**config.mk**
```make
export PLATFORM = sky130hd
export DESIGN_NAME = return_and_clear_instr_exec
export DESIGN_NICKNAME = d
export VERILOG_FILES = /design/src/include/retclr_pkg.sv /design/src/core/return_and_clear_instr_exec.sv
export VERILOG_INCLUDE_DIRS = /design/src /design/src/include
export SDC_FILE = /design/constraint.sdc
export NUM_CORES = 1
export LEC_CHECK = 0
export ABC_CLOCK_PERIOD_IN_PS = 1700
export BUFFER_PORTS_ARGS = -buffer_cell sky130_fd_sc_hd__buf_4
export CAP_MARGIN = 20
export CORE_MARGIN = 8
export CORE_UTILIZATION = 35
export DETAILED_ROUTE_END_ITERATION = 6
export PLACE_DENSITY = 0.6
export RECOVER_POWER = 50
export SYNTH_ARGS = -nofsm -noshare
export SYNTH_HDL_FRONTEND = slang
export SYNTH_SLANG_ARGS = --single-unit
export TNS_END_PERCENT = 1
```
**constraint.sdc**
```tcl
create_clock -name clk -period 1.7 [get_ports clk]
set_input_delay 0.085 -clock clk [delete_from_list [all_inputs] [get_ports clk]]
set_output_delay 0.085 -clock clk [all_outputs]
set_load 0.05 [all_outputs]
```
**src/include/retclr_regs.svh**
```systemverilog
// Constants for the return and clear instruction execution block.
`ifndef RETCLR_REGS_SVH
`define RETCLR_REGS_SVH

// ==========================================
// Instruction encodings
`define OPC_RETURN_FROM_INTERRUPT 14'h0009
`define OPC_RETURN_SUB            14'h0008
`define OPC_WATCHDOG_CLEAR        14'h0064
`define OPC_RET_LIT_MASK          14'h3C00
`define OPC_RET_LIT_VALUE         14'h3400
`define OPC_CLEAR_MASK            14'h3F80
`define OPC_FILE_CLEAR_VALUE      14'h0180
`define OPC_ACC_CLEAR_VALUE       14'h0100

// ==========================================
// Field positions, interrupt vector address and reset values
`define GLOBAL_ENABLE_BIT         7
`define INTERRUPT_VECTOR          13'h0004
`define GLOBAL_ENABLE_RESET       1'h0

// ==========================================
// Quarter phases of one instruction cycle
`define QUARTER_Q1                2'h0
`define QUARTER_Q2                2'h1
`define QUARTER_Q3                2'h2
`define QUARTER_Q4                2'h3

`endif

```
**src/include/retclr_pkg.sv**
```systemverilog
// Types shared by the return and clear instruction execution block.
package retclr_pkg;

	// ==========================================
	// Decoded operations
	typedef enum logic [2:0] {
		op_none,
		op_return_from_interrupt,
		op_return_sub,
		op_return_with_literal,
		op_watchdog_clear_instr,
		op_file_register_clear,
		op_accumulator_clear,
		op_interrupt_accept
	} op_type;

	// ==========================================
	// Execution side effects, one quarter wide each except flush, which is held for four quarters
	typedef struct packed {
		logic        pc_load;
		logic [12:0] pc_value;
		logic        stack_pop;
		logic        stack_push;
		logic [12:0] push_value;
		logic        w_write;
		logic [7:0]  w_value;
		logic        file_read;
		logic        file_write;
		logic [6:0]  file_addr;
		logic [7:0]  file_value;
		logic        zero_set;
		logic        watchdog_counter_clear;
		logic        prescaler_clear;
		logic        timeout_status_bit_set;
		logic        powerdown_status_bit_set;
		logic        flush;
	} exec_out_type;

endpackage

```
**src/core/return_and_clear_instr_exec.sv**
```systemverilog
// Execution logic for return, register clear and watchdog clear instructions.
//
// Functional notes
// RQ1: Return from interrupt pops the stack top entry into the program counter.
// RQ2: Return from interrupt sets the global interrupt enable, bit 7 of the interrupt control register.
// RQ3: Return from interrupt takes two cycles, setting the enable in Q3, popping in Q4, second cycle idle.
// RQ4: Return from subroutine pops the stack top entry into the program counter and touches no flag.
// RQ5: Return from subroutine pops in Q4 of its first cycle and idles in the second cycle.
// RQ6: Return with literal loads the 8-bit literal into W and pops the stack into the program counter.
// RQ7: Return with literal reads the literal in Q2, writes W and pops in Q4, then idles one cycle.
// RQ8: Watchdog clear resets the watchdog counter and prescaler and sets both status bits in one cycle.
// RQ9: File register clear reads in Q2, writes zero in Q4 and sets the zero flag.
// RQ10: An accepted interrupt clears the global enable, pushes the return address and jumps to the vector.
// RQ11: Every reset clears the global interrupt enable.
`include "retclr_regs.svh"

module return_and_clear_instr_exec
	import retclr_pkg::*;
(
	input  wire logic         clk,
	input  wire logic         rstn,
	input  wire logic [13:0]  instr,
	input  wire logic [12:0]  stack_top_entry,
	input  wire logic [12:0]  return_address,
	input  wire logic         irq_pending,
	input  wire logic         interrupt_control_write,
	input  wire logic [7:0]   interrupt_control_wdata,
	output logic [1:0]        quarter,
	output logic              global_interrupt_enable,
	output exec_out_type      exec_out
);

	// ==========================================
	// Cycle sequencing
	typedef enum logic {
		st_execute,
		st_flush
	} cycle_state_type;

	cycle_state_type state;
	cycle_state_type next_state;
	logic [1:0]      next_quarter;
	op_type          op;
	op_type          next_op;
	logic [7:0]      literal;
	logic [7:0]      next_literal;
	logic [6:0]      faddr;
	logic [6:0]      next_faddr;
	logic            next_global_interrupt_enable;
	exec_out_type    next_exec_out;
	op_type          decoded;

	// Decoding is pure; the decode is used in Q1 and the literal byte of the instruction word is read again in Q2.
	always_comb begin
		decoded = op_none;
		if (instr == `OPC_RETURN_FROM_INTERRUPT) begin
			decoded = op_return_from_interrupt;
		end else if (instr == `OPC_RETURN_SUB) begin
			decoded = op_return_sub;
		end else if (instr == `OPC_WATCHDOG_CLEAR) begin
			decoded = op_watchdog_clear_instr;
		end else if ((instr & `OPC_RET_LIT_MASK) == `OPC_RET_LIT_VALUE) begin
			decoded = op_return_with_literal;
		end else if ((instr & `OPC_CLEAR_MASK) == `OPC_FILE_CLEAR_VALUE) begin
			decoded = op_file_register_clear;
		end else if ((instr & `OPC_CLEAR_MASK) == `OPC_ACC_CLEAR_VALUE) begin
			decoded = op_accumulator_clear;
		end
	end

	always_comb begin
		next_quarter  = quarter + 2'h1;
		next_state    = state;
		next_op       = op;
		next_literal  = literal;
		next_faddr    = faddr;
		next_global_interrupt_enable = global_interrupt_enable;
		next_exec_out = '0;
		next_exec_out.flush = (state == st_flush);

		case (quarter)
			`QUARTER_Q1: begin
				if (state == st_flush) begin
					next_op = op_none;
				end else if (irq_pending && global_interrupt_enable) begin
					// Acceptance takes the place of the instruction being decoded.
					next_op = op_interrupt_accept;
				end else begin
					next_op = decoded;
					next_faddr = instr[6:0];
				end
			end
			`QUARTER_Q2: begin
				// RQ7: literal read in Q2
				if (op == op_return_with_literal) begin
					next_literal = instr[7:0];
				end
				// RQ9: register read in Q2
				if (op == op_file_register_clear) begin
					next_exec_out.file_read = 1'h1;
					next_exec_out.file_addr = faddr;
				end
			end
			`QUARTER_Q3: begin
				// RQ2: enable set in Q3
				// RQ3: first-cycle Q3 action
				if (op == op_return_from_interrupt) begin
					next_global_interrupt_enable = 1'h1;
				end
			end
			`QUARTER_Q4: begin
				// A software write lands in Q4; it never overlaps the Q3 set.
				if (interrupt_control_write) begin
					next_global_interrupt_enable = interrupt_control_wdata[`GLOBAL_ENABLE_BIT];
				end
				next_state = st_execute;
				case (op)
					op_return_from_interrupt, op_return_sub, op_return_with_literal: begin
						// RQ1: pop into program counter
						// RQ4: pop with no flag change
						// RQ6: pop with literal return
						next_exec_out.stack_pop = 1'h1;
						next_exec_out.pc_load   = 1'h1;
						next_exec_out.pc_value  = stack_top_entry;
						// RQ3: second cycle flushed
						// RQ5: second cycle idle
						next_state = st_flush;
						if (op == op_return_with_literal) begin
							// RQ7: write W in Q4
							next_exec_out.w_write = 1'h1;
							next_exec_out.w_value = literal;
						end
					end
					op_watchdog_clear_instr: begin
						// RQ8: clear watchdog, set status
						next_exec_out.watchdog_counter_clear   = 1'h1;
						next_exec_out.prescaler_clear          = 1'h1;
						next_exec_out.timeout_status_bit_set   = 1'h1;
						next_exec_out.powerdown_status_bit_set = 1'h1;
					end
					op_file_register_clear: begin
						// RQ9: write zero, set Z
						next_exec_out.file_write = 1'h1;
						next_exec_out.file_addr  = faddr;
						next_exec_out.file_value = 8'h00;
						next_exec_out.zero_set   = 1'h1;
					end
					op_accumulator_clear: begin
						next_exec_out.w_write  = 1'h1;
						next_exec_out.w_value  = 8'h00;
						next_exec_out.zero_set = 1'h1;
					end
					op_interrupt_accept: begin
						// RQ10: clear enable, push, vector
						next_global_interrupt_enable = 1'h0;
						next_exec_out.stack_push = 1'h1;
						next_exec_out.push_value = return_address;
						next_exec_out.pc_load    = 1'h1;
						next_exec_out.pc_value   = `INTERRUPT_VECTOR;
						next_state = st_flush;
					end
					default: begin
						next_state = st_execute;
					end
				endcase
			end
			default: begin
				next_quarter = `QUARTER_Q1;
			end
		endcase
	end

	always_ff @(posedge clk) begin
		if (!rstn) begin
			quarter  <= `QUARTER_Q1;
			state    <= st_execute;
			op       <= op_none;
			literal  <= 8'h00;
			faddr    <= 7'h00;
			// RQ11: enable cleared by reset
			global_interrupt_enable <= `GLOBAL_ENABLE_RESET;
			exec_out <= '0;
		end else begin
			quarter  <= next_quarter;
			state    <= next_state;
			op       <= next_op;
			literal  <= next_literal;
			faddr    <= next_faddr;
			global_interrupt_enable <= next_global_interrupt_enable;
			exec_out <= next_exec_out;
		end
	end

endmodule

```
# Word level (Yosys, flattened, before mapping)
# Cells that the tools add are included.
[totals]
reg_bits = 83
in_bits = 52
out_inout_bits = 64
wordCells = 80
[op_classes]
addsub = 1
n_eq_ne = 18
muxes = 24
n_bitwise = 2
reduce_logical = 12
[op_table]
columns = ["cell", "count"]
rows = [
  ["14-bit by 4-bit equality test with 1-bit output (second input constant)", 2],
  ["14-bit one-hot mux with 2 select lines", 1],
  ["3-bit two-way mux", 8],
  ["9-bit one-hot mux with 2 select lines", 1],
  ["16-bit two-way mux", 1],
  ["14-bit by 7-bit equality test with 1-bit output (second input constant)", 1],
  ["7-bit by 2-bit equality test with 1-bit output (second input constant)", 2],
  ["14-bit two-way mux", 1],
  ["7-bit one-hot mux with 2 select lines", 1],
  ["3-bit equality test (second input constant)", 4],
  ["9-bit two-way mux", 1],
  ["3-bit AND reduction", 3],
  ["1-bit two-way mux", 7],
  ["7-bit two-way mux", 1],
  ["3-bit by 2-bit equality test with 1-bit output (second input constant)", 2],
  ["2-bit AND reduction", 3],
  ["2-bit equality test (second input constant)", 2],
  ["4-bit equality test (second input constant)", 1],
  ["4-bit two-way mux", 1],
  ["4-bit OR reduction", 1],
  ["3-bit by 1-bit equality test with 1-bit output (second input constant)", 1],
  ["3-bit by 2-bit != test with 1-bit output (second input constant)", 1],
  ["3-bit OR reduction", 1],
  ["2-bit by 1-bit adder with 2-bit output (second input constant)", 1],
  ["other kinds (8)", 9],
]

# Longest topological paths before layout
# Gate-level depths: netlist (run 1).
[depth]
word_depth = 9
ltp_mapped = 7
ltp_nobuf = 7

# Least setup slack after synthesis (run 1)
# No wires, ideal clock.
[synth_path]
path_type = "register to register"
start = "register quarter[0]"
end = "register global_interrupt_enable"
setup_time_ns = 0.116
arrival_time_ns = 1.676
required_ns = 1.584
setup_slack_ns = -0.092
stages_incl_launch_ff = 7
path_buffers = 1
period_less_slack_ns = 1.792
cell_sequence = "dfxtp_1 ha_1 buf_4 mux2i_1 o31ai_1 a32o_1 o211a_1"
[synth_via]
elab_chain_cells = 3
word_cells_on_any_way = 7
cone_classes = "eq/ne (4); mux (1); reduce/logical (2)"
[synth_lines]
columns = ["element", "line_no", "rtl"]
rows = [
  ["start: declaration", "return_and_clear_instr_exec.sv:28", "output logic [1:0] quarter,"],
  ["start signal: assignment", "return_and_clear_instr_exec.sv:175", "quarter <= `QUARTER_Q1;"],
  ["start signal: assignment", "return_and_clear_instr_exec.sv:184", "quarter <= next_quarter;"],
  ["2-bit equality test", "return_and_clear_instr_exec.sv:81", "case (quarter)"],
  ["3-bit by 2-bit != test with 1-bit output (no source line), or another cell as far along", "n/a", ""],
  ["3-bit AND reduction (no source line)", "n/a", ""],
  ["end signal: assignment", "return_and_clear_instr_exec.sv:181", "global_interrupt_enable <= `GLOBAL_ENABLE_RESET;"],
  ["end signal: assignment", "return_and_clear_instr_exec.sv:189", "global_interrupt_enable <= next_global_interrupt_enable;"],
  ["end: declaration", "return_and_clear_instr_exec.sv:29", "output logic global_interrupt_enable,"],
]
# Several ways; a longest one is shown, not always the timed one.
# A chain may end at the register's enable or synchronous reset.

# Worst setup path after layout (run 1)
# Same ends and word-level chain as after synthesis.

==> metrics, run 1 <==
Clock Skew=around 9.6 ps; Finished Layout Cells=480; register area share after synthesis=0.579; worst path required time=1930 ps; most frequent cells in the layout=70 x dfxtp_1, 58 x clkbuf_1, 50 x buf_4; status=complete, no violations; largest family of logic cells by synthesized area=simple AND/OR/NAND/NOR gates; CP cell instances=ha_1 -> mux2i_1 -> o31ai_1 -> a32o_1 -> o211a_1; core area=6830 um2; post-route setup TNS=0 ps; worst setup margin=162 ps; IO Pins=roughly 120; DIE WIDTH=100 um; Vias/cell=4.31; Post-CTS Hold Fix Bufs=26; Comb pwr share=0.092; post-synthesis adder-cell area fraction=0.0201; EDFF count, synth=0; CP Depth=5; Crit path arrival time=about 1800 ps; CP peak stage delay=370 ps; initial DRC count=66; P_leak=approximately 1.5 nW; TritonRoute pass-1 iters=4; Buf/Inv on CP=0; Final Hold Vio Count=0; CP Launch Type=flip-flop; postcts setup bufs=0; gr ovfl total=0; post-layout min period=1540 ps; area of the die=10100 um2; Synth cell types=38; NetSw=0.805 mW; Initial Utilization=0.365; IO buf count=100; Reg clk slew, reported paths=70 ps; post_cts resized=0; Mean Syn Cell Area=10.0 um2; root buffer cell=clkbuf_8; Fmax=0.650 GHz; Critical R2R Capture=global_interrupt_enable; number of global-route vias before repair=2151; routed len/inst=approximately 14 um; sequential share of power=0.475; Max VDD drop=0.000456 V; total of max-cap violations=0; CP endpoint kind=flip-flop; Total Nets Final=approximately 440; Layout fillers=690; largest net degree at the start of global routing=17; TritonCTS Buffers=9; worst hold path type=in -> reg; Post-Synth Simple-Gate Area=0.244; final wirelength=roughly 6700 um; Ant. Diodes=0; dpl cells=about 440; # DRC=0; xor and xnor area share after synthesis=0.00703; WHS Endpoint=literal[4]; Rel. slew slack=0.573; maximum clock insertion buffer count=2; critical path fanouts, max=8; Die Height=between 100 and 150 um; endpoints failing setup=0; Synth top area share=0.579; H-tree levels=3; cell area after synthesis=roughly 2500 um2; clock network power share=0.433; Vias=2070; Synth Instances=249; CTS tree=yes; # rows=30; routability cong.=0.746; Tot Pwr=approximately 3.6 mW; Ys Warns=0; mux share of post-synthesis cell area=0.00402; Critical-path top delay cell=dfxtp_2; Worst Hold Depth=3; Power Internal=~2.8 mW; Async SR Flop Fraction=0; Sink Count=72; clk_lat worst skew=approximately 330 ps; worst r2r path cells=5; area leader, netlist=dfxtp_1; Worst Hold Launch=instr[4]; RSZ-0062 raised after global routing=false; Synth Area in Compound Gates=0.0819; Global Route Usage Sum=0.134; initial antenna violation count=0; first-pass GRT wire length=10700 um; Yosys reg bits=72; measured slew at the worst slew-check pin=approximately 640 ps; switch share=0.221; R2R setup slack=approximately 160 ps; layout cell share with drive strength beyond 1=0.182; HPWL after detailed placement=about 4800 um; Main synth FF type=dfxtp_1; dominant cells by area after synthesis=dfxtp_1 58%, and2_1 11%, nand2_1 4.8%, buf_4 3.9%, a21oi_1 3.4%; post-route ant nets=0; Tcrit/Tclk final=0.905; Layout area overhead=44.2%; commonest non-fill, non-tap cell in the layout=dfxtp_1; R2R Path Start=quarter[0]; kind of critical path=reg -> reg; delay-heaviest family, CP=compound AO/OA/AOI/OAI gates; Pwr Density=a little over 1000 nW/um2; pre-CTS setup slack=161 ps; Slew Limit Fails=0
-- cells in the mapped netlist (2+ instances only) --
cell type and count:
ha_1 4, nor3_1 4, buf_2 6, nor2b_1 3
o21ai_0 4, nand3b_1 3, nor2_1 6, nand3_1 9
a21oi_1 17, buf_4 13, a21o_1 2, inv_1 6
nand2_1 32, and2_1 42, xnor2_1 2, dfxtp_1 72
nand4b_1 3
-- worst max-delay path by stage --
| stage | start | to | slack, ps |
|---|---|---|---|
| floorplan | quarter[0] | global_interrupt_enable | 110 |
| global placement | quarter[0] | global_interrupt_enable | 210 |
| detailed placement | quarter[0] | global_interrupt_enable | 160 |
| CTS | quarter[0] | global_interrupt_enable | 150 |
| global route | quarter[0] | global_interrupt_enable | 30 |
| finish | quarter[0] | global_interrupt_enable | 160 |
-- flip-flops by register name, indices dropped and copies added (netlist names) --
signal and flops:
exec_out 50, literal 8, faddr 7, op 3, quarter 2, global_interrupt_enable 1, state 1
-- power by group through the flow --
| stage | Clock [mW] | Combinational, mW | Sequential (mW) |
|---|---|---|---|
| after floorplan | 0 | 0.165 | 1.78 |
| after global placement | 0 | 0.285 | 1.77 |
| after detailed placement | 0 | 0.290 | 1.77 |
| after CTS | 1.63 | 0.340 | 1.73 |
| after global routing | 1.69 | 0.365 | 1.73 |
| final | 1.58 | 0.334 | 1.73 |
-- stage by stage --
step	area [um2]	hold slack [ps]	utilization
2_1_floorplan	2520	195	-
6_report	3590	24.6	0.526
3_5_place_dp	3310	289	0.485
5_1_grt	3590	15.7	0.526
4_1_cts	3810	3.82	0.557
3_3_place_gp	3310	284	0.485
-- final cells by class --
cell class | instances | area [um2] | share of cell area
timing repair buffer | 133 | 850 | 0.237
sequential | 72 | 1440 | 0.402
clock buffer | 10 | 128 | 0.0355
tap | 96 | 120 | 0.0334
multi-input combinational | 157 | 918 | 0.256
clock inverter | 5 | 106 | 0.0296
inverter | 7 | 26.3 | 0.00731
-- worst min-delay path, delay by kind of cell --
| family | cells | cell delay (ps) |
|---|---|---|
| compound gates | 1 | 50 |
| buf+inv | 1 | 130 |
| simple gates | 1 | 50 |
-- cell families after synthesis --
family,Yosys count
AO/OA/AOI/OAI,32
XOR/XNOR,2
flip-flops,72
adder cells (fa/ha/maj),4
other,1
multiplexers,1
AND/OR/NAND/NOR,110
buffers and inverters,27
-- routing by layer --
layer | wire length (um) | GRT usage | share of wire | vias to the layer above
met5 | 0 | 0 | 0 | -
met4 | 48 | 0.0663 | 0.0072 | 0
met3 | 468 | 0.0436 | 0.070 | 4
met2 | 3010 | 0.205 | 0.45 | 82
met1 | 3140 | 0.164 | 0.47 | 928
li1 | - | - | - | 1056
(Power assumes the default switching activity.)
==> inputs of run 2 (changes only) <==
CORE_ASPECT_RATIO = 0.7   (was default)
==> run 2 against run 1 <==
Against the previous run: critical path depth did not move; largest power group unchanged; sequential power hardly changed; global-route usage is 0.27 points higher; hold slack worse by 2.9 ps.
==> metrics, run 2 (synthesized netlist as in run 1, its figures left out) <==
status=complete, no violations; final wirelength=6860 um; largest net degree at the start of global routing=16; Pwr Density=about 930 nW/um2; RSZ-0062 raised after global routing=false; maximum clock insertion buffer count=2; Layout area overhead=42.2%; Initial Utilization=0.365; TritonCTS Buffers=9; Worst setup startpoint=quarter[0]; HPWL after detailed placement=just under 5000 um; worst path required time=1930 ps; Slew Limit Fails=0; Reg clk slew, reported paths=70 ps; CTS tree=yes; post-route cell area=about 3500 um2; most frequent cells in the layout=70 x dfxtp_1, 57 x clkbuf_1, 50 x buf_4; NetSw=between 0.8 and 0.9 mW; Ant. Diodes=0; CP Launch Type=flip-flop; area of the die=approximately 10000 um2; postcts setup bufs=0; multi-input logic area=918 um2; first-pass GRT wire length=10700 um; P_leak=1.46 nW; Rel. slew slack=0.552; worst r2r path cells=5; Global Route Usage Sum=0.137; Vias=2082; placed cell areas=approximately 3300 um2; clock network power share=0.372; total of max-cap violations=0; Total Nets Final=around 440; CP peak stage delay=370 ps; R2R Path Start=quarter[0]; core area=~6800 um2; Critical R2R Capture=global_interrupt_enable; root buffer cell=clkbuf_8; worst hold path type=in -> reg; Clock Skew=8.06 ps; Critical-path top delay cell=dfxtp_2; post-layout min period=1560 ps; measured slew at the worst slew-check pin=674 ps; commonest non-fill, non-tap cell in the layout=dfxtp_1; layout cell share with drive strength beyond 1=0.184; post-route ant nets=0; # DRC=0; kind of critical path=reg -> reg; Comb pwr share=0.101; initial antenna violation count=0; initial DRC count=161; IO Pins=116; routed len/inst=roughly 14 um; Vias/cell=~4.3; worst hold slack=21.6 ps; Reg with most FFs=exec_out; CP endpoint kind=flip-flop; critical path fanouts, max=8; number of global-route vias before repair=2120; largest registers=exec_out (50), literal (8), faddr (7); H-tree levels=3; Sink Count=between 70 and 80; Die Height=86.6 um; clk_lat worst skew=between 300 and 400 ps; gr ovfl total=0; Post-CTS Hold Fix Bufs=27; post-route setup TNS=0 ps; CP cell instances=ha_1 -> mux2i_1 -> o31ai_1 -> a32o_1 -> o211a_1; Crit path arrival time=approximately 1800 ps; Tcrit/Tclk final=0.919; Max VDD drop=about 0.00038 V; # rows=25; sequential share of power=0.527; TritonRoute pass-1 iters=6; post_cts resized=0; Final Hold Vio Count=0; Reg area=~1400 um2; Layout fillers=655; switch share=0.255; DIE WIDTH=~120 um; R2R setup slack=140 ps; Fmax=0.640 GHz; IO buf count=100; max reg flops=50; routability cong.=0.810; Setup crit end=global_interrupt_enable; Power Internal=between 2 and 2.5 mW; Worst Hold Launch=instr[1]; endpoints failing setup=0
==> run 2: worst min path at each step <==
stage	endpoint	slack [ps]	depth (start not counted)
finish	literal[1]	20	3
global route	literal[4]	20	3
CTS	literal[1]	1	3
detailed placement	exec_out[49]	290	2
global placement	exec_out[49]	280	2
floorplan	exec_out[49]	200	1
==> run 2: worst max-delay path, delay by kind of cell (launching register included) <==
family / cells / cell delay, ps
mux: 1 / 240
fa+ha+maj: 1 / 340
compound gates: 3 / 510
flops: 1 / 370
==> run 2: metrics by stage <==
| stage | util | worst slack, ps | instances | power [mW] |
|---|---|---|---|---|
| global placement | 0.484 | 200 | 436 | 2.05 |
| detailed placement | 0.484 | 152 | 436 | 2.06 |
| finish | 0.519 | 137 | 479 | 3.29 |
| global route | 0.519 | 17.5 | 479 | 3.45 |
| floorplan | - | 114 | 256 | 1.95 |
| CTS | 0.550 | 134 | 479 | 3.35 |
==> run 2: final cells by class <==
class	instances	share of cell area
Multi-Input combinational cell	157	0.259
Clock inverter	5	0.0110
Inverter	7	0.00742
Timing Repair Buffer	133	0.242
Tap cell	94	0.0332
Clock buffer	11	0.0399
Sequential cell	72	0.408
==> run 2: power by group through the flow <==
stage | clock [mW] | combinational, mW | sequential (mW)
after floorplan | 0 | 0.165 | 1.78
after global placement | 0 | 0.281 | 1.77
after detailed placement | 0 | 0.284 | 1.77
after CTS | 1.28 | 0.337 | 1.73
after global routing | 1.35 | 0.362 | 1.74
final | 1.23 | 0.332 | 1.73
==> run 2: routing by layer <==
| layer | GRT usage | wire length (um) | vias to the layer above |
|---|---|---|---|
| met2 | 0.205 | 2900 | 84 |
| li1 | - | - | 1057 |
| met4 | 0.0486 | 58 | 0 |
| met5 | 0 | 0 | - |
| met1 | 0.177 | 3300 | 934 |
| met3 | 0.0472 | 601 | 7 |
==> inputs of run 3 (changes only) <==
ABC_AREA = 1   (was default)
==> run 3 against run 2 <==
Against the previous run: design area is 3.6% higher; non-clock buffer count down 3; critical path depth up 4; synthesized area up 2.9%; highest routed layer unchanged.
==> metrics, run 3 <==
multi-input logic area=between 800 and 900 um2; kind of critical path=reg -> reg; post-layout min period=1550 ps; Layout fillers=745; Slew Limit Fails=0; clk_lat worst skew=340 ps; Tot Pwr=~3.8 mW; cell area after synthesis=2560 um2; register area share after synthesis=0.563; Finished Layout Cells=547; initial antenna violation count=0; routed len/inst=roughly 12 um; Main synth FF type=dfxtp_1; GRT met1 Usage=0.164; Ant. Diodes=0; Layout area overhead=43.2%; layout cell share with drive strength beyond 1=0.171; post-route cell area=3670 um2; Synth top area share=0.563; largest net degree at the start of global routing=25; IO buf count=100; CP Launch Type=flip-flop; worst hold slack=31.3 ps; placed cell areas=~3300 um2; top-count cell post-synth=dfxtp_1; TritonRoute pass-1 iters=4; Async SR Flop Fraction=0; Ys Warns=0; Total Nets Final=500; EDFF count, synth=0; met3 usage=0.0592; worst hold path type=in -> reg; post-route setup TNS=0 ps; Reg clk slew, reported paths=roughly 70 ps; Vias/cell=~4.1; endpoints failing setup=0; Clock Skew=5.37 ps; root buffer cell=clkbuf_8; area of the die=roughly 10000 um2; largest registers=exec_out (50), literal (8), faddr (7); routability cong.=0.767; Synth cell types=24; HPWL after detailed placement=around 5000 um; area leader, netlist=dfxtp_1; GRT busiest layer=met2; Mean Syn Cell Area=slightly above 8 um2; Crit path arrival time=1790 ps; post-route ant nets=0; Pwr Density=1020 nW/um2; total of max-cap violations=0; GR Util met2=0.191; Reg area=approximately 1400 um2; Vias=2266; pre-CTS setup slack=92.7 ps; gr ovfl total=0; maximum clock insertion buffer count=2; most frequent cells in the layout=70 x dfxtp_1, 65 x nor2_1, 54 x clkbuf_1; worst setup margin=between 100 and 150 ps; Final Hold Vio Count=0; Reg with most FFs=exec_out; measured slew at the worst slew-check pin=635 ps; fin util=0.510; Rel. slew slack=0.578; max reg flops=50; IO Pins=116; core area=7190 um2; Max VDD drop=0.000380 V; leading cell types by count after synthesis=72 x dfxtp_1, 64 x nor2_1, 51 x inv_1; worst path required time=around 1900 ps; CP endpoint kind=flip-flop; Global Route Usage Sum=0.130; CTS tree=yes; P_leak=1.67 nW; Fmax=~0.64 GHz; Sink Count=72; first-pass GRT wire length=10900 um; initial DRC count=156; commonest non-fill, non-tap cell in the layout=dfxtp_1; Synth Instances=313; H-tree levels=3; status=complete, no violations; number of global-route vias before repair=between 2000 and 2500; Die Height=87.6 um; # rows=26; final wirelength=6740 um; Tcrit/Tclk final=0.913; RSZ-0062 raised after global routing=true; dpl cells=502; TritonCTS Buffers=9; DIE WIDTH=~120 um; critical path fanouts, max=6; dominant cells by area after synthesis=dfxtp_1 56%, nor2_1 9.4%, inv_1 7.5%, nand2_1 4.8%, buf_4 3.2%; Initial Utilization=0.356; # DRC=0; Yosys reg bits=72
run 3: cell types whose count changed after synthesis, sizes merged, moves of 3 or more:
cell / previous run / this run
o21ai: 4 / 16
nand2: 32 / 36
inv: 6 / 53
nor3: 4 / 9
nand4b: 3 / 0
and2: 42 / 0
nor3b: 2 / 7
nor2: 7 / 66
buf: 19 / 16
nor2b: 3 / 0
run 3: path summary, 6_finish.rpt:
check	start	end	depth (start not counted)	slack (ps)
setup / recovery	quarter[0]	faddr[6]	9	150
hold / removal	instr[1]	faddr[1]	3	30
setup reg to reg	quarter[0]	faddr[6]	9	150
hold reg to reg	literal[6]	exec_out[29]	2	450
run 3: logic make-up (layout without fill, tap and decap cells):
logic type / after synthesis / in the layout / share of synthesized area
and+or+nand+nor: 130 / 130 / 0.218
buffers and inverters: 73 / 202 / 0.133
DFF: 72 / 72 / 0.562
AOI/OAI and AO/OA: 33 / 33 / 0.0659
adders and majority gates: 4 / 4 / 0.0195
other: 1 / 8 / 0.00146
run 3: final cells by class:
class,instances,share of cell area
repair buffers,130,0.228
multi-input cells,175,0.220
inverters,55,0.0573
flip-flops and latches,72,0.393
repair inverters,1,0.00136
clock buffers,9,0.0338
well taps,98,0.0334
clock inverters,7,0.0324
run 3: repair_timing:
item,in CTS,in global routing
gates resized for setup,0,3
endpoints found under the hold margin,26,0
endpoints found under the setup margin,0,7
hold buffers,26,0
setup buffers,0,2
run 3: metal layers:
layer / vias up / wire length (um)
met3: 11 / 555
met4: 0 / 97
met1: 990 / 3140
met5: - / 0
met2: 71 / 2950
li1: 1194 / -
run 3: where the power goes:
group,switching (mW),leakage (nW),internal [mW]
Combinational,0.224,0.972,0.175
Clock,0.641,0.116,0.976
Sequential,0.0241,0.583,1.72
Total,0.889,1.67,2.87
run 3: critical path, cell delays in order (launching register included):
cell and delay [ps]:
dfxtp_2 380, inv_1 80, ha_1 200, inv_1 110, nor2_1 100, nand2_2 140
clkinvlp_4 160, buf_4 160, nor2_1 70, nor2_1 50
